## src/rtl/bss_consts.svh

```systemverilog
// constants for the backup shutdown/restart sequencer: offsets, fields, resets, timing
// assumes a 50 MHz clock and a 1 ms time-base tick
`ifndef BSS_CONSTS_SVH
`define BSS_CONSTS_SVH
// timing
`define BSS_CLK_NS 20
`define BSS_TICK_NS 1000000
`define BSS_TICK_CYC (`BSS_TICK_NS / `BSS_CLK_NS)
`define BSS_TICK_MS 1
`define BSS_BLINK_HALF_MS 500
`define BSS_BLINK_TICKS (`BSS_BLINK_HALF_MS / `BSS_TICK_MS)
// charge thresholds in percent (20 and 100)
`define BSS_SOC_LOW_PCT 7'h14
`define BSS_SOC_FULL_PCT 7'h64
// register byte offsets
`define BSS_OFF_CTRL 6'h00
`define BSS_OFF_MAXBKP 6'h04
`define BSS_OFF_SDDLY 6'h08
`define BSS_OFF_SDWIN 6'h0c
`define BSS_OFF_MINOFF 6'h10
`define BSS_OFF_DETT 6'h14
`define BSS_OFF_IOFF 6'h18
`define BSS_OFF_CAP 6'h1c
`define BSS_OFF_STATUS 6'h20
`define BSS_OFF_SOC 6'h24
`define BSS_OFF_RES 6'h28
`define BSS_OFF_ISTAT 6'h2c
`define BSS_OFF_IMASK 6'h30
`define BSS_OFF_RIPER 6'h34
// control fields
`define BSS_CTRL_RESTART_EN 0
`define BSS_CTRL_RES_EN 1
// reset values (times in ms ticks)
`define BSS_RST_CTRL 32'h0000_0003
`define BSS_RST_MAXBKP 32'h0036_ee80
`define BSS_RST_SDDLY 32'h0000_ea60
`define BSS_RST_SDWIN 32'h0001_d4c0
`define BSS_RST_MINOFF 32'h0000_2710
`define BSS_RST_DETT 32'h0000_1388
`define BSS_RST_IOFF 32'h0000_0064
`define BSS_RST_CAP 32'h0000_1000
`define BSS_RST_RIPER 32'h0036_ee80
// timer slots
`define BSS_TMR_MAXB 0
`define BSS_TMR_SDD 1
`define BSS_TMR_SDW 2
`define BSS_TMR_MINOFF 3
`define BSS_TMR_HOSTOFF 4
`define BSS_TMR_RIPER 5
`define BSS_NTMR 6
`define BSS_NEV 7
`endif

```

## src/rtl/bss_pkg.sv

```systemverilog
// types for the backup shutdown/restart sequencer
// assumes bss_consts.svh for numeric constants
package bss_pkg;
  typedef logic [31:0] bss_word_t;
  typedef enum logic [2:0] {
    st_normal = 3'b000,
    st_backup = 3'b001,
    st_shutdown = 3'b010,
    st_off = 3'b011,
    st_return_wait = 3'b100,
    st_restart = 3'b101
  } bss_state_e;
endpackage

```

## src/rtl/bss_qual_timer.sv

```systemverilog
// qualified tick counter: counts ticks while run holds, clears the moment it drops
// assumes tick is a one-cycle pulse from the common time base
module bss_qual_timer (
  // clock and reset
  input wire logic clk,
  input wire logic nrst,
  // time base and qualifier
  input wire logic tick,
  input wire logic run,
  input wire logic [31:0] limit,
  // result
  output logic done
);
  import bss_pkg::*;
  bss_word_t cnt_reg;
  bss_word_t cnt_next;
  logic at_limit;
  assign at_limit = (cnt_reg >= limit);
  // saturate at the limit so a long-held qualifier never wraps
  assign cnt_next = !run ? 32'h0000_0000 :
                    (tick && !at_limit) ? cnt_reg + 32'h0000_0001 : cnt_reg;
  assign done = run && at_limit;
  always_ff @(posedge clk or negedge nrst) begin
    if (!nrst) begin
      cnt_reg <= 32'h0000_0000;
    end else begin
      cnt_reg <= cnt_next;
    end
  end
endmodule

```

## src/rtl/bss_tick_div.sv

```systemverilog
// time base: 1 ms tick and a half-second blink enable, both one-cycle pulses
// assumes the single system clock
`include "bss_consts.svh"
module bss_tick_div #(
  parameter int unsigned TICK_CYC = `BSS_TICK_CYC
) (
  // clock and reset
  input wire logic clk,
  input wire logic nrst,
  // enables
  output logic tick,
  output logic blink_en
);
  import bss_pkg::*;
  bss_word_t div_reg;
  bss_word_t blk_reg;
  logic div_wrap;
  logic blk_wrap;
  assign div_wrap = (div_reg == 32'(TICK_CYC - 1));
  assign blk_wrap = (blk_reg == 32'(`BSS_BLINK_TICKS - 1));
  assign tick = div_wrap;
  assign blink_en = div_wrap && blk_wrap;
  always_ff @(posedge clk or negedge nrst) begin
    if (!nrst) begin
      div_reg <= 32'h0000_0000;
      blk_reg <= 32'h0000_0000;
    end else begin
      div_reg <= div_wrap ? 32'h0000_0000 : div_reg + 32'h0000_0001;
      if (div_wrap) begin
        blk_reg <= blk_wrap ? 32'h0000_0000 : blk_reg + 32'h0000_0001;
      end
    end
  end
endmodule

```

## src/rtl/bss_top.sv

```systemverilog
// backup shutdown/restart sequencer: power path, host shutdown, restart, health checks
// assumes synchronous sense inputs, an Avalon-MM master, and external relay drivers
`include "bss_consts.svh"

// Summary of operation
// - with input power missing the battery feeds the output and its voltage is watched.
// - a programmable maximum backup time ends battery supply when it runs out.
// - in backup with charge under 20% the ready relay toggles at 1 Hz.
// - remaining charge is reported as a percentage from the charge accumulator.
// - a settable shutdown delay is timed from the start of backup.
// - host shutdown fires on delay expiry or low battery, whichever is first.
// - after shutdown starts the output goes off once the shutdown window elapses.
// - on input return the output stays off for the minimum off time.
// - the host is off once output current stays under threshold for the detect time.
// - host off triggers an output off-on cycle using the minimum off time.
// - restart with input present is done by the host-off relay in series with the output.
// - battery over-temperature disconnects the battery.
// - battery internal resistance is measured periodically and reported.
// - an alternating source current is injected; voltage is taken at sense or terminals.
// - the host restart event is pulsed as the host relay opens for the restart.
module bss_top #(
  parameter int unsigned TICK_CYC = `BSS_TICK_CYC
) (
  // clock and reset
  input wire logic clk,
  input wire logic nrst,
  // avalon-mm slave
  input wire logic [5:0] avs_address,
  input wire logic avs_read,
  input wire logic avs_write,
  input wire logic [31:0] avs_writedata,
  output logic [31:0] avs_readdata,
  output logic avs_waitrequest,
  // supply and battery sensing
  input wire logic input_present,
  input wire logic batt_deep_low,
  input wire logic batt_over_temp,
  input wire logic sense_connected,
  input wire logic [15:0] out_current,
  input wire logic [15:0] charge_level,
  input wire logic [11:0] vs_sense,
  input wire logic [11:0] vs_terminal,
  // power path and relays
  output logic batt_to_output,
  output logic batt_disconnect,
  output logic output_on,
  output logic host_relay,
  output logic ready_relay,
  // host events
  output logic host_shutdown_event,
  output logic host_restart_event,
  // resistance measurement
  output logic constant_current_source,
  output logic src_drive,
  output logic vsense_at_remote,
  // interrupt
  output logic irq
);
  import bss_pkg::*;

  // ==========================================================
  // time base and timers
  logic tick;
  logic blink_en;
  bss_tick_div #(.TICK_CYC(TICK_CYC)) u_div (
    .clk(clk),
    .nrst(nrst),
    .tick(tick),
    .blink_en(blink_en)
  );

  bss_state_e state_reg;
  bss_state_e state_next;
  bss_word_t ctrl_reg, maxbkp_reg, sddly_reg, sdwin_reg, minoff_reg;
  bss_word_t dett_reg, ioff_reg, cap_reg, riper_reg;
  logic [`BSS_NTMR-1:0] tmr_run;
  logic [`BSS_NTMR-1:0] tmr_done;
  bss_word_t tmr_limit [`BSS_NTMR];
  logic in_bk;
  logic res_busy_reg;
  logic host_low;

  assign in_bk = (state_reg == st_backup) || (state_reg == st_shutdown);
  assign host_low = (out_current < ioff_reg[15:0]);
  assign tmr_run[`BSS_TMR_MAXB] = in_bk;
  assign tmr_run[`BSS_TMR_SDD] = in_bk;
  assign tmr_run[`BSS_TMR_SDW] = (state_reg == st_shutdown);
  assign tmr_run[`BSS_TMR_MINOFF] = ((state_reg == st_return_wait) && input_present)
                                 || (state_reg == st_restart);
  assign tmr_run[`BSS_TMR_HOSTOFF] = (state_reg == st_normal) && host_low
                                  && ctrl_reg[`BSS_CTRL_RESTART_EN];
  assign tmr_run[`BSS_TMR_RIPER] = (state_reg == st_normal) && !res_busy_reg
                                && ctrl_reg[`BSS_CTRL_RES_EN];
  assign tmr_limit[`BSS_TMR_MAXB] = maxbkp_reg;
  assign tmr_limit[`BSS_TMR_SDD] = sddly_reg;
  assign tmr_limit[`BSS_TMR_SDW] = sdwin_reg;
  assign tmr_limit[`BSS_TMR_MINOFF] = minoff_reg;
  assign tmr_limit[`BSS_TMR_HOSTOFF] = dett_reg;
  assign tmr_limit[`BSS_TMR_RIPER] = riper_reg;

  genvar gi;
  generate
    for (gi = 0; gi < `BSS_NTMR; gi++) begin : g_tmr
      bss_qual_timer u_tmr (
        .clk(clk),
        .nrst(nrst),
        .tick(tick),
        .run(tmr_run[gi]),
        .limit(tmr_limit[gi]),
        .done(tmr_done[gi])
      );
    end
  endgenerate

  // ==========================================================
  // charge estimate
  logic [22:0] pct_prod;
  logic [22:0] pct_raw;
  logic [6:0] soc_reg;
  logic soc_low;
  assign pct_prod = {7'h00, charge_level} * 23'h00_0064;
  assign pct_raw = (cap_reg[15:0] == 16'h0000) ? 23'h00_0000 : pct_prod / {7'h00, cap_reg[15:0]};
  assign soc_low = (soc_reg < `BSS_SOC_LOW_PCT);

  // ==========================================================
  // sequencer
  logic sd_trigger;
  logic bk_end;
  assign sd_trigger = tmr_done[`BSS_TMR_SDD] || soc_low;
  // deep discharge, over-temperature and the backup limit all end battery supply
  assign bk_end = batt_deep_low || batt_over_temp || tmr_done[`BSS_TMR_MAXB];

  always_comb begin
    state_next = state_reg;
    unique case (state_reg)
      st_normal: begin
        if (!input_present) begin
          state_next = st_backup;
        end else if (tmr_done[`BSS_TMR_HOSTOFF]) begin
          state_next = st_restart;
        end
      end
      st_backup: begin
        if (input_present) begin
          state_next = st_normal;
        end else if (bk_end) begin
          state_next = st_off;
        end else if (sd_trigger) begin
          state_next = st_shutdown;
        end
      end
      st_shutdown: begin
        // the host is already going down, so input return does not abort the window
        if (bk_end || tmr_done[`BSS_TMR_SDW]) begin
          state_next = st_off;
        end
      end
      st_off: begin
        if (input_present) begin
          state_next = st_return_wait;
        end
      end
      st_return_wait: begin
        if (!input_present) begin
          state_next = st_off;
        end else if (tmr_done[`BSS_TMR_MINOFF]) begin
          state_next = st_normal;
        end
      end
      st_restart: begin
        if (tmr_done[`BSS_TMR_MINOFF]) begin
          state_next = st_normal;
        end
      end
      default: state_next = st_off;
    endcase
  end

  assign output_on = in_bk || (state_reg == st_normal);
  assign batt_to_output = in_bk && !batt_over_temp;
  assign batt_disconnect = batt_over_temp;
  // relay in series with the output is the only way to break the input path
  assign host_relay = !output_on;

  // ==========================================================
  // resistance measurement
  logic res_step_reg;
  logic [11:0] vhi_reg;
  logic [11:0] res_reg;
  logic [11:0] vs_mux;
  logic res_done;
  assign vs_mux = sense_connected ? vs_sense : vs_terminal;
  assign vsense_at_remote = sense_connected;
  assign constant_current_source = res_busy_reg;
  assign res_done = res_busy_reg && res_step_reg && tick;

  // ==========================================================
  // interrupts and events
  logic [`BSS_NEV-1:0] ev;
  logic [`BSS_NEV-1:0] istat_reg;
  logic [`BSS_NEV-1:0] imask_reg;
  logic ot_d_reg;
  logic soc_d_reg;
  logic blink_reg;
  assign ev[0] = (state_reg == st_normal) && (state_next == st_backup);
  assign ev[1] = (state_reg == st_backup) && (state_next == st_shutdown);
  assign ev[2] = (state_reg != st_off) && (state_next == st_off);
  assign ev[3] = (state_reg == st_normal) && (state_next == st_restart);
  assign ev[4] = batt_over_temp && !ot_d_reg;
  assign ev[5] = res_done;
  assign ev[6] = in_bk && soc_low && !soc_d_reg;
  assign irq = |(istat_reg & imask_reg);

  // ==========================================================
  // avalon slave: one wait state, answer on the second edge
  logic ack_reg;
  logic wr_fire;
  logic [31:0] rd_mux;
  logic [31:0] status_word;
  logic [`BSS_NEV-1:0] w1c;
  assign avs_waitrequest = (avs_read || avs_write) && !ack_reg;
  assign wr_fire = avs_write && ack_reg;
  assign w1c = (wr_fire && avs_address == `BSS_OFF_ISTAT) ? avs_writedata[`BSS_NEV-1:0]
             : {`BSS_NEV{1'b0}};
  assign status_word = {25'h000_0000, res_busy_reg, soc_low, batt_over_temp,
                        input_present, state_reg};
  always_comb begin
    unique case (avs_address)
      `BSS_OFF_CTRL: rd_mux = ctrl_reg;
      `BSS_OFF_MAXBKP: rd_mux = maxbkp_reg;
      `BSS_OFF_SDDLY: rd_mux = sddly_reg;
      `BSS_OFF_SDWIN: rd_mux = sdwin_reg;
      `BSS_OFF_MINOFF: rd_mux = minoff_reg;
      `BSS_OFF_DETT: rd_mux = dett_reg;
      `BSS_OFF_IOFF: rd_mux = ioff_reg;
      `BSS_OFF_CAP: rd_mux = cap_reg;
      `BSS_OFF_STATUS: rd_mux = status_word;
      `BSS_OFF_SOC: rd_mux = {25'h000_0000, soc_reg};
      `BSS_OFF_RES: rd_mux = {20'h0_0000, res_reg};
      `BSS_OFF_ISTAT: rd_mux = {25'h000_0000, istat_reg};
      `BSS_OFF_IMASK: rd_mux = {25'h000_0000, imask_reg};
      `BSS_OFF_RIPER: rd_mux = riper_reg;
      default: rd_mux = 32'h0000_0000;
    endcase
  end

  always_ff @(posedge clk or negedge nrst) begin
    if (!nrst) begin
      ack_reg <= 1'b0;
      avs_readdata <= 32'h0000_0000;
      ctrl_reg <= `BSS_RST_CTRL;
      maxbkp_reg <= `BSS_RST_MAXBKP;
      sddly_reg <= `BSS_RST_SDDLY;
      sdwin_reg <= `BSS_RST_SDWIN;
      minoff_reg <= `BSS_RST_MINOFF;
      dett_reg <= `BSS_RST_DETT;
      ioff_reg <= `BSS_RST_IOFF;
      cap_reg <= `BSS_RST_CAP;
      riper_reg <= `BSS_RST_RIPER;
      imask_reg <= {`BSS_NEV{1'b0}};
    end else begin
      ack_reg <= (avs_read || avs_write) && !ack_reg;
      if (avs_read && !ack_reg) begin
        avs_readdata <= rd_mux;
      end
      if (wr_fire) begin
        unique case (avs_address)
          `BSS_OFF_CTRL: ctrl_reg <= avs_writedata;
          `BSS_OFF_MAXBKP: maxbkp_reg <= avs_writedata;
          `BSS_OFF_SDDLY: sddly_reg <= avs_writedata;
          `BSS_OFF_SDWIN: sdwin_reg <= avs_writedata;
          `BSS_OFF_MINOFF: minoff_reg <= avs_writedata;
          `BSS_OFF_DETT: dett_reg <= avs_writedata;
          `BSS_OFF_IOFF: ioff_reg <= avs_writedata;
          `BSS_OFF_CAP: cap_reg <= avs_writedata;
          `BSS_OFF_IMASK: imask_reg <= avs_writedata[`BSS_NEV-1:0];
          `BSS_OFF_RIPER: riper_reg <= avs_writedata;
          default: ;
        endcase
      end
    end
  end

  // ==========================================================
  // state, outputs and measurement registers
  always_ff @(posedge clk or negedge nrst) begin
    if (!nrst) begin
      state_reg <= st_normal;
      soc_reg <= 7'h00;
      istat_reg <= {`BSS_NEV{1'b0}};
      ot_d_reg <= 1'b0;
      soc_d_reg <= 1'b0;
      blink_reg <= 1'b1;
      ready_relay <= 1'b0;
      host_shutdown_event <= 1'b0;
      host_restart_event <= 1'b0;
      res_busy_reg <= 1'b0;
      res_step_reg <= 1'b0;
      src_drive <= 1'b0;
      vhi_reg <= 12'h000;
      res_reg <= 12'h000;
    end else begin
      state_reg <= state_next;
      soc_reg <= (pct_raw > 23'h00_0064) ? `BSS_SOC_FULL_PCT : pct_raw[6:0];
      istat_reg <= (istat_reg & ~w1c) | ev; // set beats clear
      ot_d_reg <= batt_over_temp;
      soc_d_reg <= in_bk && soc_low;
      if (in_bk && soc_low) begin
        blink_reg <= blink_en ? !blink_reg : blink_reg;
      end else begin
        blink_reg <= 1'b1;
      end
      ready_relay <= output_on && blink_reg;
      host_shutdown_event <= ev[1];
      host_restart_event <= ev[3];
      if (!res_busy_reg) begin
        if (tmr_done[`BSS_TMR_RIPER]) begin
          res_busy_reg <= 1'b1;
          res_step_reg <= 1'b0;
          src_drive <= 1'b1;
        end
      end else if (tick) begin
        res_step_reg <= 1'b1;
        src_drive <= 1'b0;
        if (!res_step_reg) begin
          vhi_reg <= vs_mux;
        end else begin
          res_busy_reg <= 1'b0;
          res_reg <= (vhi_reg > vs_mux) ? vhi_reg - vs_mux : vs_mux - vhi_reg;
        end
      end
    end
  end
endmodule

```

## config.mk

```make
export PLATFORM = sky130hd
export DESIGN_NAME = bss_top
export DESIGN_NICKNAME = d
export VERILOG_FILES = /design/src/rtl/bss_pkg.sv /design/src/rtl/bss_qual_timer.sv /design/src/rtl/bss_tick_div.sv /design/src/rtl/bss_top.sv
export VERILOG_INCLUDE_DIRS = /design/src /design/src/rtl
export SDC_FILE = /design/constraint.sdc
export NUM_CORES = 2
export LEC_CHECK = 0
export BUFFER_PORTS_ARGS = -buffer_cell sky130_fd_sc_hd__buf_2
export CAP_MARGIN = 15
export CORE_ASPECT_RATIO = 0.5
export CORE_UTILIZATION = 50
export DETAILED_ROUTE_END_ITERATION = 8
export PLACE_DENSITY_LB_ADDON = 0.1
export REMOVE_ABC_BUFFERS = 1
export SLEW_MARGIN = 20
export SYNTH_ARGS = -nofsm -noshare
export SYNTH_HDL_FRONTEND = slang
export SYNTH_SLANG_ARGS = --single-unit
export TNS_END_PERCENT = 100
```

## constraint.sdc

```tcl
create_clock -name clk -period 67.9 [get_ports clk]
set_input_delay 3.395 -clock clk [delete_from_list [all_inputs] [get_ports clk]]
set_output_delay 3.395 -clock clk [all_outputs]
set_load 0.01 [all_outputs]
```

### After elaboration in Yosys (flattened, before gate mapping)

Index checks and enable logic that the tools add are counted.

* $add $sub $neg: 10
* multiplexer cells: 42
* divide/modulo/power cells: 1
* magnitude comparators: 10
* reductions and logical operators: 72
* eq/ne operators: 33
* bitwise gates (word level): 5
* shift-type cells: 0
* $mul: 1

Operator list (count)
* $mux 32: 14
* $pmux 32 s14: 1
* $add 32x1->32 const B: 8
* $ge 32x32->1: 6
* $eq 6x6->1 const B: 6
* $logic_and 1x1->1: 33
* $eq 32x16->1 const B: 1
* $eq 32x9->1 const B: 1
* $mux 3: 9
* $eq 6x5->1 const B: 4
* $mux 12: 2
* $sub 12x12->12: 2
* $div 23x16->23: 1
* $gt 23x7->1 const B: 1
* $mux 23: 1
* $reduce_and 2->1: 11
* $mul 16x5->21 const B: 1
* $pmux 3 s6: 1
* $logic_not 16->1: 1
* $lt 16x16->1: 1
* $and 7x7->7: 2
* $mux 7: 2
* $logic_not 1->1: 13
* $eq 3x2->1 const B: 4
* 19 further kinds: 48

* register bits after elaboration: 634
* memory bits (writable): 0
* ROM bits: 0
* word-level logic and storage cells: 208
* latch bits: 0
* output and inout bits: 44
* memories: 0
* bits of input ports: 102

### Logic depth before layout (Yosys ltp)

* depth in word-level cells: 11
* depth in mapped cells: 393
* depth with buffers taken out: 361

### Hierarchy

A second synthesis with hierarchy kept.

* cells, all modules: 6562
* area, all modules: 56778.2 um^2

By module, submodules not included
* bss_top: cells each 4339, sequential area each 9525.4 um^2, area an instance 37619.8 um^2, instances 1
* bss_qual_timer: cells each 319, sequential area each 800.8 um^2, area an instance 2652.5 um^2, instances 6
* bss_tick_div: cells each 309, sequential area each 1601.5 um^2, area an instance 3243.1 um^2, instances 1

### Worst setup path after synthesis

No wires, ideal clock.

* kind: input-to-reg
* start: input port charge_level[2]
* end: register soc_reg[0]
* stages on the path: 376
* library setup time: 131 ps
* buffers on the path: 33
* setup slack: 242 ps
* arrival time: 67526 ps
* data required time: 67769 ps
* cell sequence: clkbuf_1 > inv_1 > ha_1 > ha_1 > ha_1 > inv_1 > fa_1 > nand2b_1 > a21o_1 > a31oi_1 > o21ai_0 > nand2b_1 > a21o_1 > a21oi_1 > xnor2_1 > ha_1 > inv_1 > nor3_2 > [340 not listed] > nor3_2 > buf_2 > nor2_1 > ha_1 > a21o_1 > a21o_1 > a21oi_1 > nor2b_1 > o21ai_0 > nand2b_1 > a21oi_1 > nor2_1 > a211oi_1 > o21ai_0 > a211oi_1 > o2111ai_1 > a211oi_1 > a31oi_1

* cells in the longest elaborated chain, start to end: 5

Ends and longest elaborated chain
* start: declaration: line bss_top.sv:40 `input wire logic [15:0] charge_level,`
* $mul 16x5->21 (*): line bss_top.sv:121 `assign pct_prod = {7'h00, charge_level} * 23'h00_0064;`
* $div 23x16->23 (*): line bss_top.sv:122 `assign pct_raw = (cap_reg[15:0] == 16'h0000) ? 23'h00_0000 : pct_prod / {7'h00, cap_reg[15:0]};`
* $mux 23 (*): line bss_top.sv:122
* $gt 23x7->1: line bss_top.sv:304 `` soc_reg <= (pct_raw > 23'h00_0064) ? `BSS_SOC_FULL_PCT : pct_raw[6:0]; ``
* $mux 7 (*): line bss_top.sv:304
* end signal: assignment: line bss_top.sv:304
* end: declaration: line bss_top.sv:119 `logic [6:0] soc_reg;`

Mark *: on every way between the ends. The rest lies on a longest branch, timed or not.
A chain may end at the register's enable or synchronous reset.

### Worst setup path after layout

* start: input port charge_level[4]
* end: register soc_reg[4]

Same word-level chain as after synthesis.

==> results.json <==
{
  "syn-cell-area_sq_mm": 0.0542,
  "crit_path_start_kind": "primary input",
  "cts_tree": "yes",
  "async_flop_share_pct": 100,
  "chipWidth_um": 468,
  "fill_cells": 9675,
  "final-setup-viol-count": 0,
  "layout_commonest_cell": "dfrtp_1",
  "ys_seq_area_share_pct": 29.4,
  "ys.flop_type": "dfrtp_1",
  "maxCapViolations": 0,
  "gp_congestion": 0.965,
  "hp-class": "reg -> reg",
  "hpwl_um": 136000,
  "critPathArrivalTime_ps": 64390,
  "grt_start_max_net_pins": 181,
  "slew_headroom_pct": 21.7,
  "cp_slowest_stage_delay_ps": 540,
  "rows": 84,
  "synth_edf_count": 0,
  "yosys_warnings": 0,
  "num_vias": 48200,
  "syn_inst": 6249,
  "largest_register_ffs": 192,
  "die_area_sq_mm": 0.110,
  "drtIter0Drc": 4031,
  "layout_common_cells": "dfrtp_1 (581), ha_1 (532), nor2_1 (493), nand2_1 (492), inv_1 (392)",
  "root_buffer": "clkbuf_16",
  "worst-path-max-fanout": 13,
  "core-area_sq_mm": 0.106,
  "grt_pass1_vias": 46700,
  "status": "completed",
  "worst_ep_required_time_ps": 68510,
  "syn_to_final_growth_pct": 11.2,
  "drive_gt1_share_pct": 16.3,
  "fin_hold_ws_ps": 419,
  "drc": 0,
  "placed_cell_area_sq_mm": 0.0571,
  "antenna_found_initial": 7,
  "via_per_inst": 6.09,
  "fin_crit_sh_pct": 93.9,
  "port_buffers": 145,
  "ant_nets": 0,
  "worst_pin_slew_ps": 1170,
  "clock_sinks": 634,
  "critPathKind": "in -> reg",
  "crit_slowest_cell": "o21ai_0",
  "ioPinCount": 146,
  "fin_skew_ps": 35.4,
  "endpoint_kind": "flop",
  "final_hold_viol_count": 0,
  "layout.nets": 7090,
  "cts_buffers": 60,
  "clock.fmax_mhz": 15.7,
  "wl_um": 179000,
  "maxSlewViolCount": 0,
  "detail_route.wl_per_cell_um": 22.6,
  "grt_use_total_pct": 31.8,
  "cts_hold_buf": 0,
  "fin_area_sq_mm": 0.0603,
  "finalCoreUtilization_pct": 56.7,
  "htree_levels": 2,
  "die_h_um": 235,
  "ys_ff_latch": 634,
  "first_pass_iters": 6,
  "gr-total-overflow": 0,
  "initial_utilization_pct": 51.0,
  "critical_path.most_common_cell": "a21o_1",
  "synth_cell_types": 139,
  "grt_pass1_wl_um": 274000,
  "clk_pin_slew_ps": 80,
  "final.min_clock_period_ps": 63780,
  "fin_tns_setup_ps": 0,
  "clock_path_buffers": 3,
  "synth_area_per_cell_sq_um": 8.67,
  "clock_latency_ps": 660
}
## metal layers
layer  up-vias  part of all wire [%]  GRT usage, %
met5         -                     0             0
li1      22800                     -             -
met3       338                   5.7          2.50
met4         0                   3.8          11.0
met2      1466                    47          53.3
met1     23500                    44          43.0
## cells by family (layout without fill, tap and decap cells)
group | after synthesis | count (layout) | synth area share, %
mux | 380 | 380 | 7.79
buf+inv | 629 | 863 | 4.46
simple gates | 2027 | 2027 | 18.7
flops | 634 | 634 | 29.4
xor+xnor | 444 | 444 | 7.31
compound gates | 1578 | 1579 | 19.3
other cells | 0 | 4 | 0
fa+ha+maj | 557 | 557 | 13.0
## critical path: cells and delay by family
family                   cells  cell delay, ps
XOR/XNOR                     7            1650
AO/OA/AOI/OAI              182           32010
adder cells (fa/ha/maj)     26            8500
AND/OR/NAND/NOR             99           14380
multiplexers                 7            2280
buffers and inverters       15            1980
## what timing repair did
| action | 4_1_cts | 5_1_grt |
|---|---|---|
| setup buffers | 0 | 49 |
| endpoints found under the setup margin | 0 | 5 |
| gates resized for setup | 0 | 145 |
## per-stage QoR
stage,instances,worst slack [ps]
4_1_cts,7850,169
6_report,7907,4120
3_5_place_dp,7736,-296
5_1_grt,7903,-312
2_1_floorplan,6016,-629
3_3_place_gp,7736,1280
## synth_stat cells (14+ instances only)
cell / count / area [sq um]
dfrtp_1: 581 / 14500
ha_1: 542 / 6780
nor2_1: 506 / 1900
nand2_1: 496 / 1860
a21oi_1: 405 / 2030
inv_1: 394 / 1480
o21ai_0: 375 / 1880
mux2_2: 308 / 3470
xnor2_1: 228 / 2000
xor2_1: 208 / 1820
clkbuf_1: 173 / 649
nand3_1: 159 / 796
a21o_1: 158 / 1190
nand2b_1: 145 / 907
nor3_1: 124 / 621
nor2b_1: 107 / 669
nand4_1: 100 / 626
o21a_1: 87 / 653
and3_1: 85 / 532
or3_1: 67 / 419
o31ai_1: 62 / 465
and2_1: 61 / 382
mux2i_1: 59 / 591
a22oi_1: 58 / 435
dfstp_2: 53 / 1390
a221oi_1: 40 / 350
a31oi_1: 38 / 238
o211ai_1: 38 / 285
nor4_1: 37 / 231
a211oi_1: 35 / 263
a222oi_1: 35 / 350
buf_1: 34 / 128
o21ai_1: 27 / 135
or2_2: 27 / 169
o21bai_1: 22 / 165
a22o_1: 19 / 166
buf_2: 19 / 95.1
and4_1: 18 / 158
or4_1: 17 / 128
fa_1: 14 / 280
## final cells by class
cell class	instances	area (sq um)	area share, %
Clock buffer	97	1840	3.06
Timing Repair Buffer	353	2420	4.02
Multi-Input combinational cell	4987	36500	60.5
Inverter	396	1490	2.47
Tap cell	1419	1780	2.95
Clock inverter	17	303	0.503
Antenna cell	4	10.0	0.0166
Sequential cell	634	15900	26.4
## final timing paths
check	startpoint	to	slack, ps	cells past startpoint
worst max-delay path	charge_level[4]	soc_reg[4]	4120	336
worst min-delay path	ot_d_reg	istat_reg[4]	420	1
worst max register to register	cap_reg[13]	soc_reg[4]	8090	323
worst min register to register	ot_d_reg	istat_reg[4]	420	1
max in group asynchronous	nrst	istat_reg[6]	61960	4
min in group asynchronous	nrst	g_tmr[1].u_tmr.cnt_reg[25]	2790	1
Power is left out: the tool's default activity adds up to more than one toggle a clock period on the data nets, which glitch-free logic cannot reach.
